$ cat src/pkg/lrr_pkg.sv
// Constants, field layout and state codes for the light result and range register block.
// Assumes a 20 MHz system clock and an I2C target front end in the same clock domain.
//
// Operation
// The measurement word carries a 4-bit range exponent in bits 15:12 and a 12-bit mantissa below it.
// The measurement word is read-only and always holds the outcome of the latest completed conversion.
// The mantissa is an unsigned binary count from zero to the full scale of the selected range.
// Exponent codes 0 to 11 select a step of 0.01 lux times two to the exponent, 40.95 to 83865.60 lux.
// With the exponent mask set and a manual range below 12, the reported exponent field reads zero.
// A configuration write aborts any running conversion at once.
// After a configuration write a fresh conversion starts whenever the new settings call for one.
// The configuration register holds eleven fields, range to fault count, with the four flags read-only.
// The configuration register resets to c810h.
// Range code 12 makes the device pick the full-scale range itself and report it as the exponent.
// Range codes below 12 fix the full-scale range manually with the exponent encoding.
// The host does not write the reserved range codes 13, 14 or 15.
// Mode 00 is shutdown, 01 a single conversion, 10 and 11 continuous conversion.
// Register words cross the serial bus as two bytes, most significant byte first.
// Host writes into read-only configuration positions are ignored.
package lrr_pkg;

  localparam logic [7:0]  REG_RESULT     = 8'h00;
  localparam logic [7:0]  REG_CONFIG     = 8'h01;
  localparam logic [15:0] CFG_RESET      = 16'hc810;
  localparam logic [3:0]  RANGE_AUTO     = 4'hc;
  localparam logic [3:0]  RANGE_MAX      = 4'hb;
  localparam logic [11:0] MANT_FULL      = 12'hfff;
  localparam logic [1:0]  MODE_SHUTDOWN  = 2'b00;
  localparam logic [1:0]  MODE_SINGLE    = 2'b01;
  localparam logic [6:0]  DEV_ADDR       = 7'h2a;  // Arbitrary target address
  localparam int          RAW_W          = 23;     // Light level in 0.01 lux steps

  // Field positions in the configuration word
  localparam int CFG_RN_LSB   = 12;
  localparam int CFG_CT_BIT   = 11;
  localparam int CFG_MODE_LSB = 9;
  localparam int CFG_LOW_W    = 5;

  // Conversion times
  localparam int CLK_HZ        = 20_000_000;
  localparam int CONV_SHORT_MS = 100;
  localparam int CONV_LONG_MS  = 800;
  localparam int CONV_SHORT_CYC = CONV_SHORT_MS * (CLK_HZ / 1000);
  localparam int CONV_LONG_CYC  = CONV_LONG_MS * (CLK_HZ / 1000);

  typedef enum logic [2:0] {
    ST_IDLE   = 3'b000,
    ST_ADDR   = 3'b001,
    ST_ADRACK = 3'b010,
    ST_RX     = 3'b011,
    ST_RXACK  = 3'b100,
    ST_TX     = 3'b101,
    ST_TXACK  = 3'b110
  } lrr_state_t;

endpackage

$ cat src/hdl/lrr_light_regs.sv
// Result and configuration registers of an ambient light sensor behind an I2C target.
// Assumes scl and sda arrive from pins; the light level input comes from same-clock logic.
`default_nettype none

module lrr_light_regs #(
  parameter int SHORT_CYC = lrr_pkg::CONV_SHORT_CYC,
  parameter int LONG_CYC  = lrr_pkg::CONV_LONG_CYC
) (
  input  wire logic                     clk,       // 20 MHz clock
  input  wire logic                     nrst,      // Async reset, active low
  input  wire logic                     sclIn,     // Serial clock pin
  input  wire logic                     sdaIn,     // Serial data pin level
  output logic                          sdaOut,    // Serial data drive value
  output logic                          sdaOe,     // Serial data drive enable
  input  wire logic [lrr_pkg::RAW_W-1:0] lightRaw, // Light level, 0.01 lux units
  output logic                          convBusy   // Conversion running
);

  // ----------------------------------------------------------------
  // Pin synchronisers and bus events
  // ----------------------------------------------------------------
  logic [1:0] sclSync_ff, sdaSync_ff;
  logic       sclPrev_ff, sdaPrev_ff;
  always_ff @(posedge clk or negedge nrst) begin
    if (!nrst) begin
      sclSync_ff <= 2'b11;
      sdaSync_ff <= 2'b11;
      sclPrev_ff <= 1'b1;
      sdaPrev_ff <= 1'b1;
    end else begin
      sclSync_ff <= {sclSync_ff[0], sclIn};
      sdaSync_ff <= {sdaSync_ff[0], sdaIn};
      sclPrev_ff <= sclSync_ff[1];
      sdaPrev_ff <= sdaSync_ff[1];
    end
  end
  wire logic scl     = sclSync_ff[1];
  wire logic sda     = sdaSync_ff[1];
  wire logic sclRise = scl & ~sclPrev_ff;
  wire logic sclFall = ~scl & sclPrev_ff;
  wire logic busStart = scl & sclPrev_ff & sdaPrev_ff & ~sda;
  wire logic busStop  = scl & sclPrev_ff & ~sdaPrev_ff & sda;

  // ----------------------------------------------------------------
  // Register state
  // ----------------------------------------------------------------
  logic [3:0]  rangeSelect_ff;
  logic        convTimeSel_ff;
  logic [1:0]  convMode_ff;
  logic [lrr_pkg::CFG_LOW_W-1:0] cfgLow_ff;  // Latch, polarity, mask, fault count
  logic        overflowFlag_ff, convReadyFlag_ff;
  logic [3:0]  resExp_ff;
  logic [11:0] resMant_ff;
  logic        convActive_ff;
  logic [23:0] timer_ff;
  logic        cfgWr;
  logic [15:0] cfgWrData;

  wire logic exponentMaskEn = cfgLow_ff[2];
  wire logic autoRange      = (rangeSelect_ff == lrr_pkg::RANGE_AUTO);
  wire logic manualRange    = (rangeSelect_ff < lrr_pkg::RANGE_AUTO);

  // ----------------------------------------------------------------
  // Range selection and conversion result
  // ----------------------------------------------------------------
  function automatic logic [3:0] pick_range(input logic [lrr_pkg::RAW_W-1:0] raw);
    logic [3:0] e;
    e = lrr_pkg::RANGE_MAX;
    for (int i = int'(lrr_pkg::RANGE_MAX); i >= 0; i--) begin
      if ((raw >> i) <= lrr_pkg::RAW_W'(lrr_pkg::MANT_FULL)) begin
        e = 4'(i);
      end
    end
    return e;
  endfunction

  wire logic [3:0] autoExp  = pick_range(lightRaw);
  wire logic [3:0] convExp  = autoRange ? autoExp : rangeSelect_ff;
  wire logic [lrr_pkg::RAW_W-1:0] scaled = lightRaw >> convExp;
  wire logic convOvf = (scaled > lrr_pkg::RAW_W'(lrr_pkg::MANT_FULL));
  wire logic [11:0] convMant = convOvf ? lrr_pkg::MANT_FULL : scaled[11:0];

  wire logic [23:0] convTarget = convTimeSel_ff ? 24'(LONG_CYC - 1) : 24'(SHORT_CYC - 1);
  wire logic convDone  = convActive_ff & (timer_ff == convTarget) & ~cfgWr;
  wire logic [1:0] newMode = cfgWrData[lrr_pkg::CFG_MODE_LSB +: 2];
  wire logic wantConv  = (newMode != lrr_pkg::MODE_SHUTDOWN);
  wire logic singleEnd = convDone & (convMode_ff == lrr_pkg::MODE_SINGLE);

  always_ff @(posedge clk or negedge nrst) begin
    if (!nrst) begin
      convActive_ff <= 1'b0;
      timer_ff      <= 24'h000000;
    end else if (cfgWr) begin
      convActive_ff <= wantConv;
      timer_ff      <= 24'h000000;
    end else if (convDone) begin
      convActive_ff <= ~singleEnd;
      timer_ff      <= 24'h000000;
    end else if (convActive_ff) begin
      timer_ff      <= timer_ff + 24'h000001;
    end
  end

  always_ff @(posedge clk or negedge nrst) begin
    if (!nrst) begin
      resExp_ff       <= 4'h0;
      resMant_ff      <= 12'h000;
      overflowFlag_ff <= 1'b0;
    end else if (convDone) begin
      resExp_ff       <= convExp;
      resMant_ff      <= convMant;
      overflowFlag_ff <= convOvf;
    end
  end

  // Set on completion; a configuration write clears it, even in a conversion's last cycle
  always_ff @(posedge clk or negedge nrst) begin
    if (!nrst) begin
      convReadyFlag_ff <= 1'b0;
    end else if (convDone) begin
      convReadyFlag_ff <= 1'b1;
    end else if (cfgWr) begin
      convReadyFlag_ff <= 1'b0;
    end
  end

  always_ff @(posedge clk or negedge nrst) begin
    if (!nrst) begin
      rangeSelect_ff <= lrr_pkg::CFG_RESET[lrr_pkg::CFG_RN_LSB +: 4];
      convTimeSel_ff <= lrr_pkg::CFG_RESET[lrr_pkg::CFG_CT_BIT];
      convMode_ff    <= lrr_pkg::CFG_RESET[lrr_pkg::CFG_MODE_LSB +: 2];
      cfgLow_ff      <= lrr_pkg::CFG_RESET[lrr_pkg::CFG_LOW_W-1:0];
    end else if (cfgWr) begin
      rangeSelect_ff <= cfgWrData[lrr_pkg::CFG_RN_LSB +: 4];
      convTimeSel_ff <= cfgWrData[lrr_pkg::CFG_CT_BIT];
      convMode_ff    <= newMode;
      cfgLow_ff      <= cfgWrData[lrr_pkg::CFG_LOW_W-1:0];
    end else if (singleEnd) begin
      convMode_ff    <= lrr_pkg::MODE_SHUTDOWN;
    end
  end

  // ----------------------------------------------------------------
  // Read words
  // ----------------------------------------------------------------
  wire logic [3:0] shownExp = (exponentMaskEn & manualRange) ? 4'h0 : resExp_ff;
  wire logic [15:0] resultWord = {shownExp, resMant_ff};
  wire logic [15:0] configWord = {rangeSelect_ff, convTimeSel_ff, convMode_ff,
                                  overflowFlag_ff, convReadyFlag_ff, 2'b00, cfgLow_ff};
  logic [7:0] regPtr_ff;
  wire logic [15:0] readWord = (regPtr_ff == lrr_pkg::REG_RESULT) ? resultWord :
                               (regPtr_ff == lrr_pkg::REG_CONFIG) ? configWord : 16'h0000;

  // ----------------------------------------------------------------
  // I2C target
  // ----------------------------------------------------------------
  lrr_pkg::lrr_state_t state_ff;
  logic [7:0]  rxShift_ff;
  logic [2:0]  bitCnt_ff;
  logic        byteDone_ff, readDir_ff, txLsb_ff, sdaOe_ff;
  logic [1:0]  wrIdx_ff;
  logic [7:0]  wrMsb_ff;
  logic [15:0] txWord_ff;
  logic [7:0]  txShift_ff;
  wire logic [7:0] rxByte = rxShift_ff;

  assign cfgWr     = (state_ff == lrr_pkg::ST_RX) & sclFall & byteDone_ff &
                     (wrIdx_ff == 2'd2) & (regPtr_ff == lrr_pkg::REG_CONFIG);
  assign cfgWrData = {wrMsb_ff, rxByte};
  assign sdaOut    = 1'b0;
  assign sdaOe     = sdaOe_ff;
  assign convBusy  = convActive_ff;

  always_ff @(posedge clk or negedge nrst) begin
    if (!nrst) begin
      state_ff    <= lrr_pkg::ST_IDLE;
      rxShift_ff  <= 8'h00;
      bitCnt_ff   <= 3'h0;
      byteDone_ff <= 1'b0;
      readDir_ff  <= 1'b0;
      txLsb_ff    <= 1'b0;
      sdaOe_ff    <= 1'b0;
      wrIdx_ff    <= 2'd0;
      wrMsb_ff    <= 8'h00;
      regPtr_ff   <= 8'h00;
      txWord_ff   <= 16'h0000;
      txShift_ff  <= 8'h00;
    end else if (busStart) begin
      state_ff    <= lrr_pkg::ST_ADDR;
      bitCnt_ff   <= 3'h0;
      byteDone_ff <= 1'b0;
      sdaOe_ff    <= 1'b0;
    end else if (busStop) begin
      state_ff    <= lrr_pkg::ST_IDLE;
      sdaOe_ff    <= 1'b0;
    end else begin
      unique case (state_ff)
        lrr_pkg::ST_IDLE: begin
          sdaOe_ff <= 1'b0;
        end
        lrr_pkg::ST_ADDR, lrr_pkg::ST_RX: begin
          if (sclRise) begin
            rxShift_ff  <= {rxShift_ff[6:0], sda};
            bitCnt_ff   <= bitCnt_ff + 3'h1;
            byteDone_ff <= (bitCnt_ff == 3'h7);
          end else if (sclFall && byteDone_ff) begin
            byteDone_ff <= 1'b0;
            if (state_ff == lrr_pkg::ST_ADDR) begin
              if (rxByte[7:1] == lrr_pkg::DEV_ADDR) begin
                state_ff   <= lrr_pkg::ST_ADRACK;
                readDir_ff <= rxByte[0];
                sdaOe_ff   <= 1'b1;
              end else begin
                state_ff <= lrr_pkg::ST_IDLE;
              end
            end else begin
              state_ff <= lrr_pkg::ST_RXACK;
              sdaOe_ff <= 1'b1;
              if (wrIdx_ff == 2'd0) begin
                regPtr_ff <= rxByte;
              end
              if (wrIdx_ff == 2'd1) begin
                wrMsb_ff <= rxByte;
              end
              wrIdx_ff <= (wrIdx_ff == 2'd2) ? 2'd1 : wrIdx_ff + 2'd1;
            end
          end
        end
        lrr_pkg::ST_ADRACK: begin
          if (sclFall) begin
            bitCnt_ff <= 3'h0;
            if (readDir_ff) begin
              state_ff   <= lrr_pkg::ST_TX;
              txWord_ff  <= readWord;
              txShift_ff <= readWord[15:8];
              sdaOe_ff   <= ~readWord[15];
              txLsb_ff   <= 1'b0;
            end else begin
              state_ff <= lrr_pkg::ST_RX;
              sdaOe_ff <= 1'b0;
              wrIdx_ff <= 2'd0;
            end
          end
        end
        lrr_pkg::ST_RXACK: begin
          if (sclFall) begin
            state_ff  <= lrr_pkg::ST_RX;
            sdaOe_ff  <= 1'b0;
            bitCnt_ff <= 3'h0;
          end
        end
        lrr_pkg::ST_TX: begin
          if (sclFall) begin
            if (bitCnt_ff == 3'h7) begin
              state_ff <= lrr_pkg::ST_TXACK;
              sdaOe_ff <= 1'b0;
            end else begin
              bitCnt_ff  <= bitCnt_ff + 3'h1;
              txShift_ff <= {txShift_ff[6:0], 1'b0};
              sdaOe_ff   <= ~txShift_ff[6];
            end
          end
        end
        lrr_pkg::ST_TXACK: begin
          if (sclRise && sda) begin
            state_ff <= lrr_pkg::ST_IDLE;
          end else if (sclFall) begin
            state_ff   <= lrr_pkg::ST_TX;
            bitCnt_ff  <= 3'h0;
            txLsb_ff   <= ~txLsb_ff;
            txShift_ff <= txLsb_ff ? txWord_ff[15:8] : txWord_ff[7:0];
            sdaOe_ff   <= txLsb_ff ? ~txWord_ff[15] : ~txWord_ff[7];
          end
        end
        default: begin
          state_ff <= lrr_pkg::ST_IDLE;
          sdaOe_ff <= 1'b0;
        end
      endcase
    end
  end

  // ----------------------------------------------------------------
  // Assertions
  // ----------------------------------------------------------------
  property p_exp_range;
    @(posedge clk) disable iff (!nrst) resExp_ff <= lrr_pkg::RANGE_MAX;
  endproperty
  a_exp_range: assert property (p_exp_range) else $error("exponent above 11");

  property p_mask;
    @(posedge clk) disable iff (!nrst)
      (regPtr_ff == lrr_pkg::REG_RESULT && exponentMaskEn && manualRange)
        |-> (readWord[15:12] == 4'h0 && readWord[11:0] == resMant_ff);
  endproperty
  a_mask: assert property (p_mask) else $error("masked exponent not zero");

  property p_abort;
    @(posedge clk) disable iff (!nrst) cfgWr |=> (timer_ff == 24'h000000);
  endproperty
  a_abort: assert property (p_abort) else $error("write did not abort");

  property p_restart;
    @(posedge clk) disable iff (!nrst) (cfgWr && wantConv) |=> convActive_ff ##1 convActive_ff;
  endproperty
  a_restart: assert property (p_restart) else $error("no new conversion");

  property p_shutdown;
    @(posedge clk) disable iff (!nrst) (cfgWr && !wantConv) |=> !convActive_ff;
  endproperty
  a_shutdown: assert property (p_shutdown) else $error("shutdown still converting");

  property p_result;
    @(posedge clk) disable iff (!nrst)
      convDone |=> (resMant_ff == $past(convMant) && overflowFlag_ff == $past(convOvf));
  endproperty
  a_result: assert property (p_result) else $error("result not updated");

  property p_auto;
    @(posedge clk) disable iff (!nrst) (convDone && autoRange) |=> resExp_ff == $past(autoExp);
  endproperty
  a_auto: assert property (p_auto) else $error("auto range not reported");

  property p_manual;
    @(posedge clk) disable iff (!nrst)
      (convDone && manualRange) |=> resExp_ff == $past(rangeSelect_ff);
  endproperty
  a_manual: assert property (p_manual) else $error("manual range not used");

  property p_ro_bits;
    @(posedge clk) disable iff (!nrst)
      (cfgWr && !convDone) |=> ($stable(overflowFlag_ff) && !convReadyFlag_ff
                                && configWord[6:5] == 2'b00);
  endproperty
  a_ro_bits: assert property (p_ro_bits) else $error("read-only bit written");

endmodule

`default_nettype wire

$ cat config.mk
export PLATFORM = sky130hd
export DESIGN_NAME = lrr_light_regs
export DESIGN_NICKNAME = d
export VERILOG_FILES = /design/src/pkg/lrr_pkg.sv /design/src/hdl/lrr_light_regs.sv
export SDC_FILE = /design/constraint.sdc
export NUM_CORES = 1
export LEC_CHECK = 0
export ABC_AREA = 1
export BUFFER_PORTS_ARGS = -buffer_cell sky130_fd_sc_hd__buf_2
export CORE_ASPECT_RATIO = 0.6
export CORE_MARGIN = 2
export CORE_UTILIZATION = 62
export CTS_CLUSTER_DIAMETER = 100
export DETAILED_ROUTE_END_ITERATION = 10
export HOLD_SLACK_MARGIN = 0.12
export PLACE_DENSITY = 0.9
export RECOVER_POWER = 25
export SETUP_SLACK_MARGIN = 0.05
export SYNTH_ARGS = -nofsm -noshare
export SYNTH_HDL_FRONTEND = slang
export SYNTH_SLANG_ARGS = --single-unit
$ cat constraint.sdc
create_clock -name clk -period 3.1 [get_ports clk]
set_input_delay 0.155 -clock clk [delete_from_list [all_inputs] [get_ports clk]]
set_output_delay 0.155 -clock clk [all_outputs]
set_load 0.02 [all_outputs]
==> impl_results.html <==
<table>
<tr><th>Metric</th><th>Value</th></tr>
<tr><th colspan="2">Critical path</th></tr>
<tr><td>CP max stage delay</td><td>0.52 ns</td></tr>
<tr><td>Worst reg2reg endpoint</td><td>resMant_ff[10]</td></tr>
<tr><td>Worst EP required</td><td>3.41 ns</td></tr>
<tr><td>R2R Path Start</td><td>rangeSelect_ff[2]</td></tr>
<tr><td>Largest fanout on the critical path</td><td>32</td></tr>
<tr><td>Crit-path slowest cell</td><td>dfstp_2</td></tr>
<tr><td>CP dominant cell by count</td><td>nand2_1</td></tr>
<tr><td>Data arrival time at the worst-slack endpoint</td><td>3.06 ns</td></tr>
<tr><td>WP buf/inv</td><td>1</td></tr>
<tr><td>WS Path Type</td><td>reg -&gt; reg</td></tr>
<tr><td>Critical Path End Type</td><td>flop</td></tr>
<tr><td>Cell depth of the worst flop-to-flop path</td><td>15</td></tr>
<tr><td>Top cell family by delay on the critical path</td><td>simple AND/OR/NAND/NOR gates</td></tr>
<tr><td>Kind of start point of the critical path</td><td>flop</td></tr>
<tr><td>Sequence of cells on the critical path</td><td>nand2_1 -&gt; nor3_2 -&gt; nand3_2 -&gt; nand2_8 -&gt; nand2_1 -&gt; nand3_1 -&gt; nand3_1 -&gt; nand2_1 -&gt; nand2_1 -&gt; nor2_1 -&gt; nand2_1 -&gt; nand2_2 -&gt; nand3_1 -&gt; nand2_1 -&gt; inv_1</td></tr>
<tr><td>Reg2reg setup slack</td><td>0.35 ns</td></tr>
<tr><td>Worst path depth</td><td>15</td></tr>
<tr><th colspan="2">Final layout</th></tr>
<tr><td>Area occupied by multi-input gates</td><td>0.00323 mm²</td></tr>
<tr><td>Ratio of cells with drive above 1 in the final layout</td><td>10.7%</td></tr>
<tr><td>Count of fill cells added during filler insertion</td><td>783</td></tr>
<tr><td>Area growth, synth to finish</td><td>13.0%</td></tr>
<tr><td>Diode count</td><td>0</td></tr>
<tr><td>Register area</td><td>0.00299 mm²</td></tr>
<tr><td>Net total in the final layout</td><td>993</td></tr>
<tr><td>Post-route core utilization</td><td>72.8%</td></tr>
<tr><th colspan="2">Yosys</th></tr>
<tr><td>Sequential cell area fraction in the yosys report</td><td>43.5%</td></tr>
<tr><td>Mean instance size in the synthesized netlist</td><td>7.38 µm²</td></tr>
<tr><td>Number of flops mapped to enable cells by yosys</td><td>0</td></tr>
<tr><td>Leading area contributor after synthesis</td><td>dfrtp_1</td></tr>
<tr><td>Synthesized Nets</td><td>961</td></tr>
<tr><td>Top post-synthesis cells by area</td><td>dfrtp_1, nand2_1, nand3_1, inv_1, o21ai_0</td></tr>
<tr><td>Post-synthesis cell area</td><td>0.00688 mm²</td></tr>
<tr><td>Async set or reset register ratio after synthesis</td><td>100%</td></tr>
<tr><td>Main flop type after synthesis</td><td>dfrtp_1</td></tr>
<tr><td>Distinct cells, synth</td><td>45</td></tr>
<tr><td>Number of warnings reported in the yosys synthesis log</td><td>0</td></tr>
<tr><td>Synthesized instance count</td><td>931</td></tr>
<tr><td>Area fraction of the dominant cell type after synthesis</td><td>39.7%</td></tr>
<tr><td>Post-synthesis sequential element count</td><td>119</td></tr>
<tr><th colspan="2">Drt</th></tr>
<tr><td>Remaining routing DRC violations</td><td>0</td></tr>
<tr><td>Routed via count</td><td>6,656</td></tr>
<tr><td>Via count normalized by instance count</td><td>5.97</td></tr>
<tr><td>Routed wire length per instance</td><td>16.1 µm</td></tr>
<tr><td>First DRT Iteration DRCs</td><td>911</td></tr>
<tr><td>DR pass1 iterations</td><td>10</td></tr>
<tr><td>Antenna Violating Nets Remaining</td><td>0</td></tr>
<tr><td>Overall routed net length</td><td>17.9 mm</td></tr>
<tr><th colspan="2">Pwr</th></tr>
<tr><td>Power density over cell area</td><td>491 mW/mm²</td></tr>
<tr><td>VDD IR-drop max</td><td>0.000520 V</td></tr>
<tr><td>Leakage Power</td><td>3.68 nW</td></tr>
<tr><th colspan="2">STA</th></tr>
<tr><td>Worst Clk Skew</td><td>0.00633 ns</td></tr>
<tr><td>Accumulated negative setup slack</td><td>0 ns</td></tr>
<tr><td>Pin slew with the least headroom to its limit</td><td>1.77 ns</td></tr>
<tr><td>Unrepaired setup endpoints after global routing</td><td>no</td></tr>
<tr><td>Fmax achieved</td><td>363 MHz</td></tr>
<tr><td>Final-report hold violation count</td><td>0</td></tr>
<tr><td>Final critical path time including I/O delays and setup</td><td>2.75 ns</td></tr>
<tr><td>Max-slew violations</td><td>72</td></tr>
<tr><td>Slew margin rel.</td><td>-18.2%</td></tr>
<tr><td>Tcrit/Tclk final</td><td>88.8%</td></tr>
<tr><td>Number of endpoints failing setup at the final stage</td><td>0</td></tr>
<tr><th colspan="2">Placement</th></tr>
<tr><td>Dpl hpwl</td><td>12.6 mm</td></tr>
<tr><td>RePlAce Congestion</td><td>0.971</td></tr>
<tr><td>Count of input and output buffers</td><td>28</td></tr>
<tr><th colspan="2">Clock network</th></tr>
<tr><td>Sinks on the clock net</td><td>119</td></tr>
<tr><td>Clock-pin slew reported for the worst setup and hold paths after clock tree synthesis</td><td>0.05 ns</td></tr>
<tr><td>Cell chosen for the clock root</td><td>clkbuf_16</td></tr>
<tr><td>CTS max path bufs</td><td>2</td></tr>
<tr><td>Maximum level of the CTS H-tree</td><td>4</td></tr>
<tr><td>CTS tree</td><td>yes</td></tr>
<tr><td>Cts bufs inserted</td><td>17</td></tr>
<tr><td>Insertion delay to the later sink of the worst-skew pair</td><td>0.42 ns</td></tr>
<tr><th colspan="2">Floorplanning</th></tr>
<tr><td>Die W</td><td>140 µm</td></tr>
<tr><td>Initial core utilization</td><td>64.4%</td></tr>
<tr><td>Total Die Area</td><td>0.0120 mm²</td></tr>
<tr><td>Vert. Die Dim</td><td>85.6 µm</td></tr>
<tr><td>Core Rows</td><td>29</td></tr>
<tr><td># IOs</td><td>30</td></tr>
<tr><td>Placeable core region</td><td>0.0107 mm²</td></tr>
<tr><th colspan="2">GRT</th></tr>
<tr><td>Total overflow reported by the global router</td><td>0</td></tr>
<tr><td>Initial antenna violation count</td><td>0</td></tr>
<tr><td>Maximum number of pins on one net before global-route repair</td><td>73</td></tr>
<tr><td>Global Route Usage Sum</td><td>31.5%</td></tr>
<tr><td>Global-route wire length before repair</td><td>30.1 mm</td></tr>
<tr><td>Via count of the first global-routing pass</td><td>6,044</td></tr>
<tr><th colspan="2">Hold path</th></tr>
<tr><td>Hold Path Stages</td><td>9</td></tr>
<tr><td>Hold WC Path Type</td><td>in -&gt; reg</td></tr>
<tr><td>Terminating pin of the worst hold path</td><td>resMant_ff[0]</td></tr>
<tr><td>Startpoint of the tightest hold check path</td><td>lightRaw[2]</td></tr>
<tr><th colspan="2">Run status</th></tr>
<tr><td>Status</td><td>finished with violations</td></tr>
<tr><td>Violated checks</td><td>max-capacitance violations, max-slew violations</td></tr>
<tr><th colspan="2">Run</th></tr>
<tr><td>Count of max-cap constraint violations</td><td>1</td></tr>
</table>
[placed cells by master, fill, tap and decap left out, types with 3 or more instances in the layout]
cell,instances
nand4_1,13
ha_1,3
nand2_1,265
nor4_1,7
clkinv_2,7
o22ai_1,23
clkbuf_16,17
a32oi_1,3
a21oi_1,18
nand2_2,5
dfstp_2,8
o31ai_1,6
nor3_1,13
o32ai_1,3
nor4_4,3
xor2_1,16
nor3_2,3
nand3_1,96
buf_2,26
nor2_2,5
a31oi_1,6
inv_2,3
buf_4,13
dfrtp_1,109
o21ai_0,76
inv_1,127
bufinv_16,3
o21ai_1,8
nor2_1,49
clkinvlp_4,3
o221ai_1,8
o211ai_1,3
dlygate4sd3_1,3
[metrics by stage]
step	hold slack [ns]	power (mW)	instances	instance area, µm²	setup slack [ns]
6_report	0.359	3.82	1115	7770	0.347
5_1_grt	0.369	3.92	1115	7770	0.0511
4_1_cts	0.355	3.83	1113	7750	0.280
3_5_place_dp	0.261	1.84	1078	7120	0.276
3_3_place_gp	0.261	1.84	1078	7120	0.427
2_1_floorplan	-0.141	1.75	931	6880	0.891
[where the power goes]
part | switching, mW | internal, mW
Clock | 0.720 | 1.27
Sequential | 0.0199 | 1.59
Combinational | 0.143 | 0.0713
[layout make-up]
cell class	count	area share, %
clock buffers	18	5.65
well taps	139	2.24
repair buffers	45	3.69
flip-flops and latches	119	38.5
clock inverters	14	2.01
multi-input cells	648	41.5
inverters	132	6.38
[what timing repair did]
| action | in CTS | in global routing |
|---|---|---|
| resized for setup | 0 | 1 |
| hold buffers | 3 | 0 |
| setup endpoints to repair | 0 | 12 |
| setup buffers | 0 | 2 |
| hold endpoints to repair | 66 | 0 |
[how the worst max path moves through the flow]
stage | from | endpoint
final | rangeSelect_ff[2] | resMant_ff[10]
after global routing | rangeSelect_ff[3] | resMant_ff[5]
after CTS | rangeSelect_ff[2] | resMant_ff[10]
after detailed placement | rangeSelect_ff[3] | resMant_ff[5]
after global placement | rangeSelect_ff[2] | resMant_ff[6]
after floorplan | rangeSelect_ff[2] | resMant_ff[1]
[worst register-to-register path: stages (launching register included)]
cell     delay (ns)
dfstp_2        0.52
nand2_1        0.09
nor3_2         0.30
nand3_2        0.33
nand2_8        0.29
nand2_1        0.11
nand3_1        0.11
nand3_1        0.10
nand2_1        0.16
nand2_1        0.07
nor2_1         0.08
nand2_1        0.06
nand2_2        0.20
nand3_1        0.12
nand2_1        0.09
inv_1          0.04
[metal layers]
layer  GRT usage, %  vias to the layer above  share of wire (%)
met4           8.91                        0                1.5
met1           48.7                     3050                 45
met5              0                        -                  0
met2           44.2                      416                 42
met3           7.65                       37                 12
li1               -                     3153                  -
[Yosys cell counts (6+ instances only)]
library cell,instances
clkbuf_1,13
o31ai_1,6
buf_2,8
o22ai_1,23
a31oi_1,6
o21ai_1,7
nor2_1,49
nor3_1,13
nand3_1,96
nand2_1,265
a21oi_1,18
o21ai_0,77
dfrtp_1,109
dfstp_2,10
xor2_1,16
inv_1,127
o221ai_1,8
nor4_1,7
nand4_1,13
[registers in the layout, summed over array words and instances (netlist names), 2 cells and up]
signal	flops
bitCnt_ff	3
timer_ff	24
txWord_ff	16
state_ff	3
resMant_ff	12
cfgLow_ff	5
resExp_ff	4
sclSync_ff	2
rangeSelect_ff	4
wrMsb_ff	7
regPtr_ff	8
convMode_ff	2
txShift_ff	7
sdaSync_ff	2
rxByte	8
wrIdx_ff	2
[kinds of logic after synthesis]
group	after synthesis	synth area share, %
AOI/OAI and AO/OA	166	14.6
xor gates and xnor gates	16	2.04
adders and majority gates	3	0.546
buffers and inverters	164	9.70
DFF	119	43.5
other	1	0.0545
and+or+nand+nor	462	29.6
(Power assumes the default switching activity.)
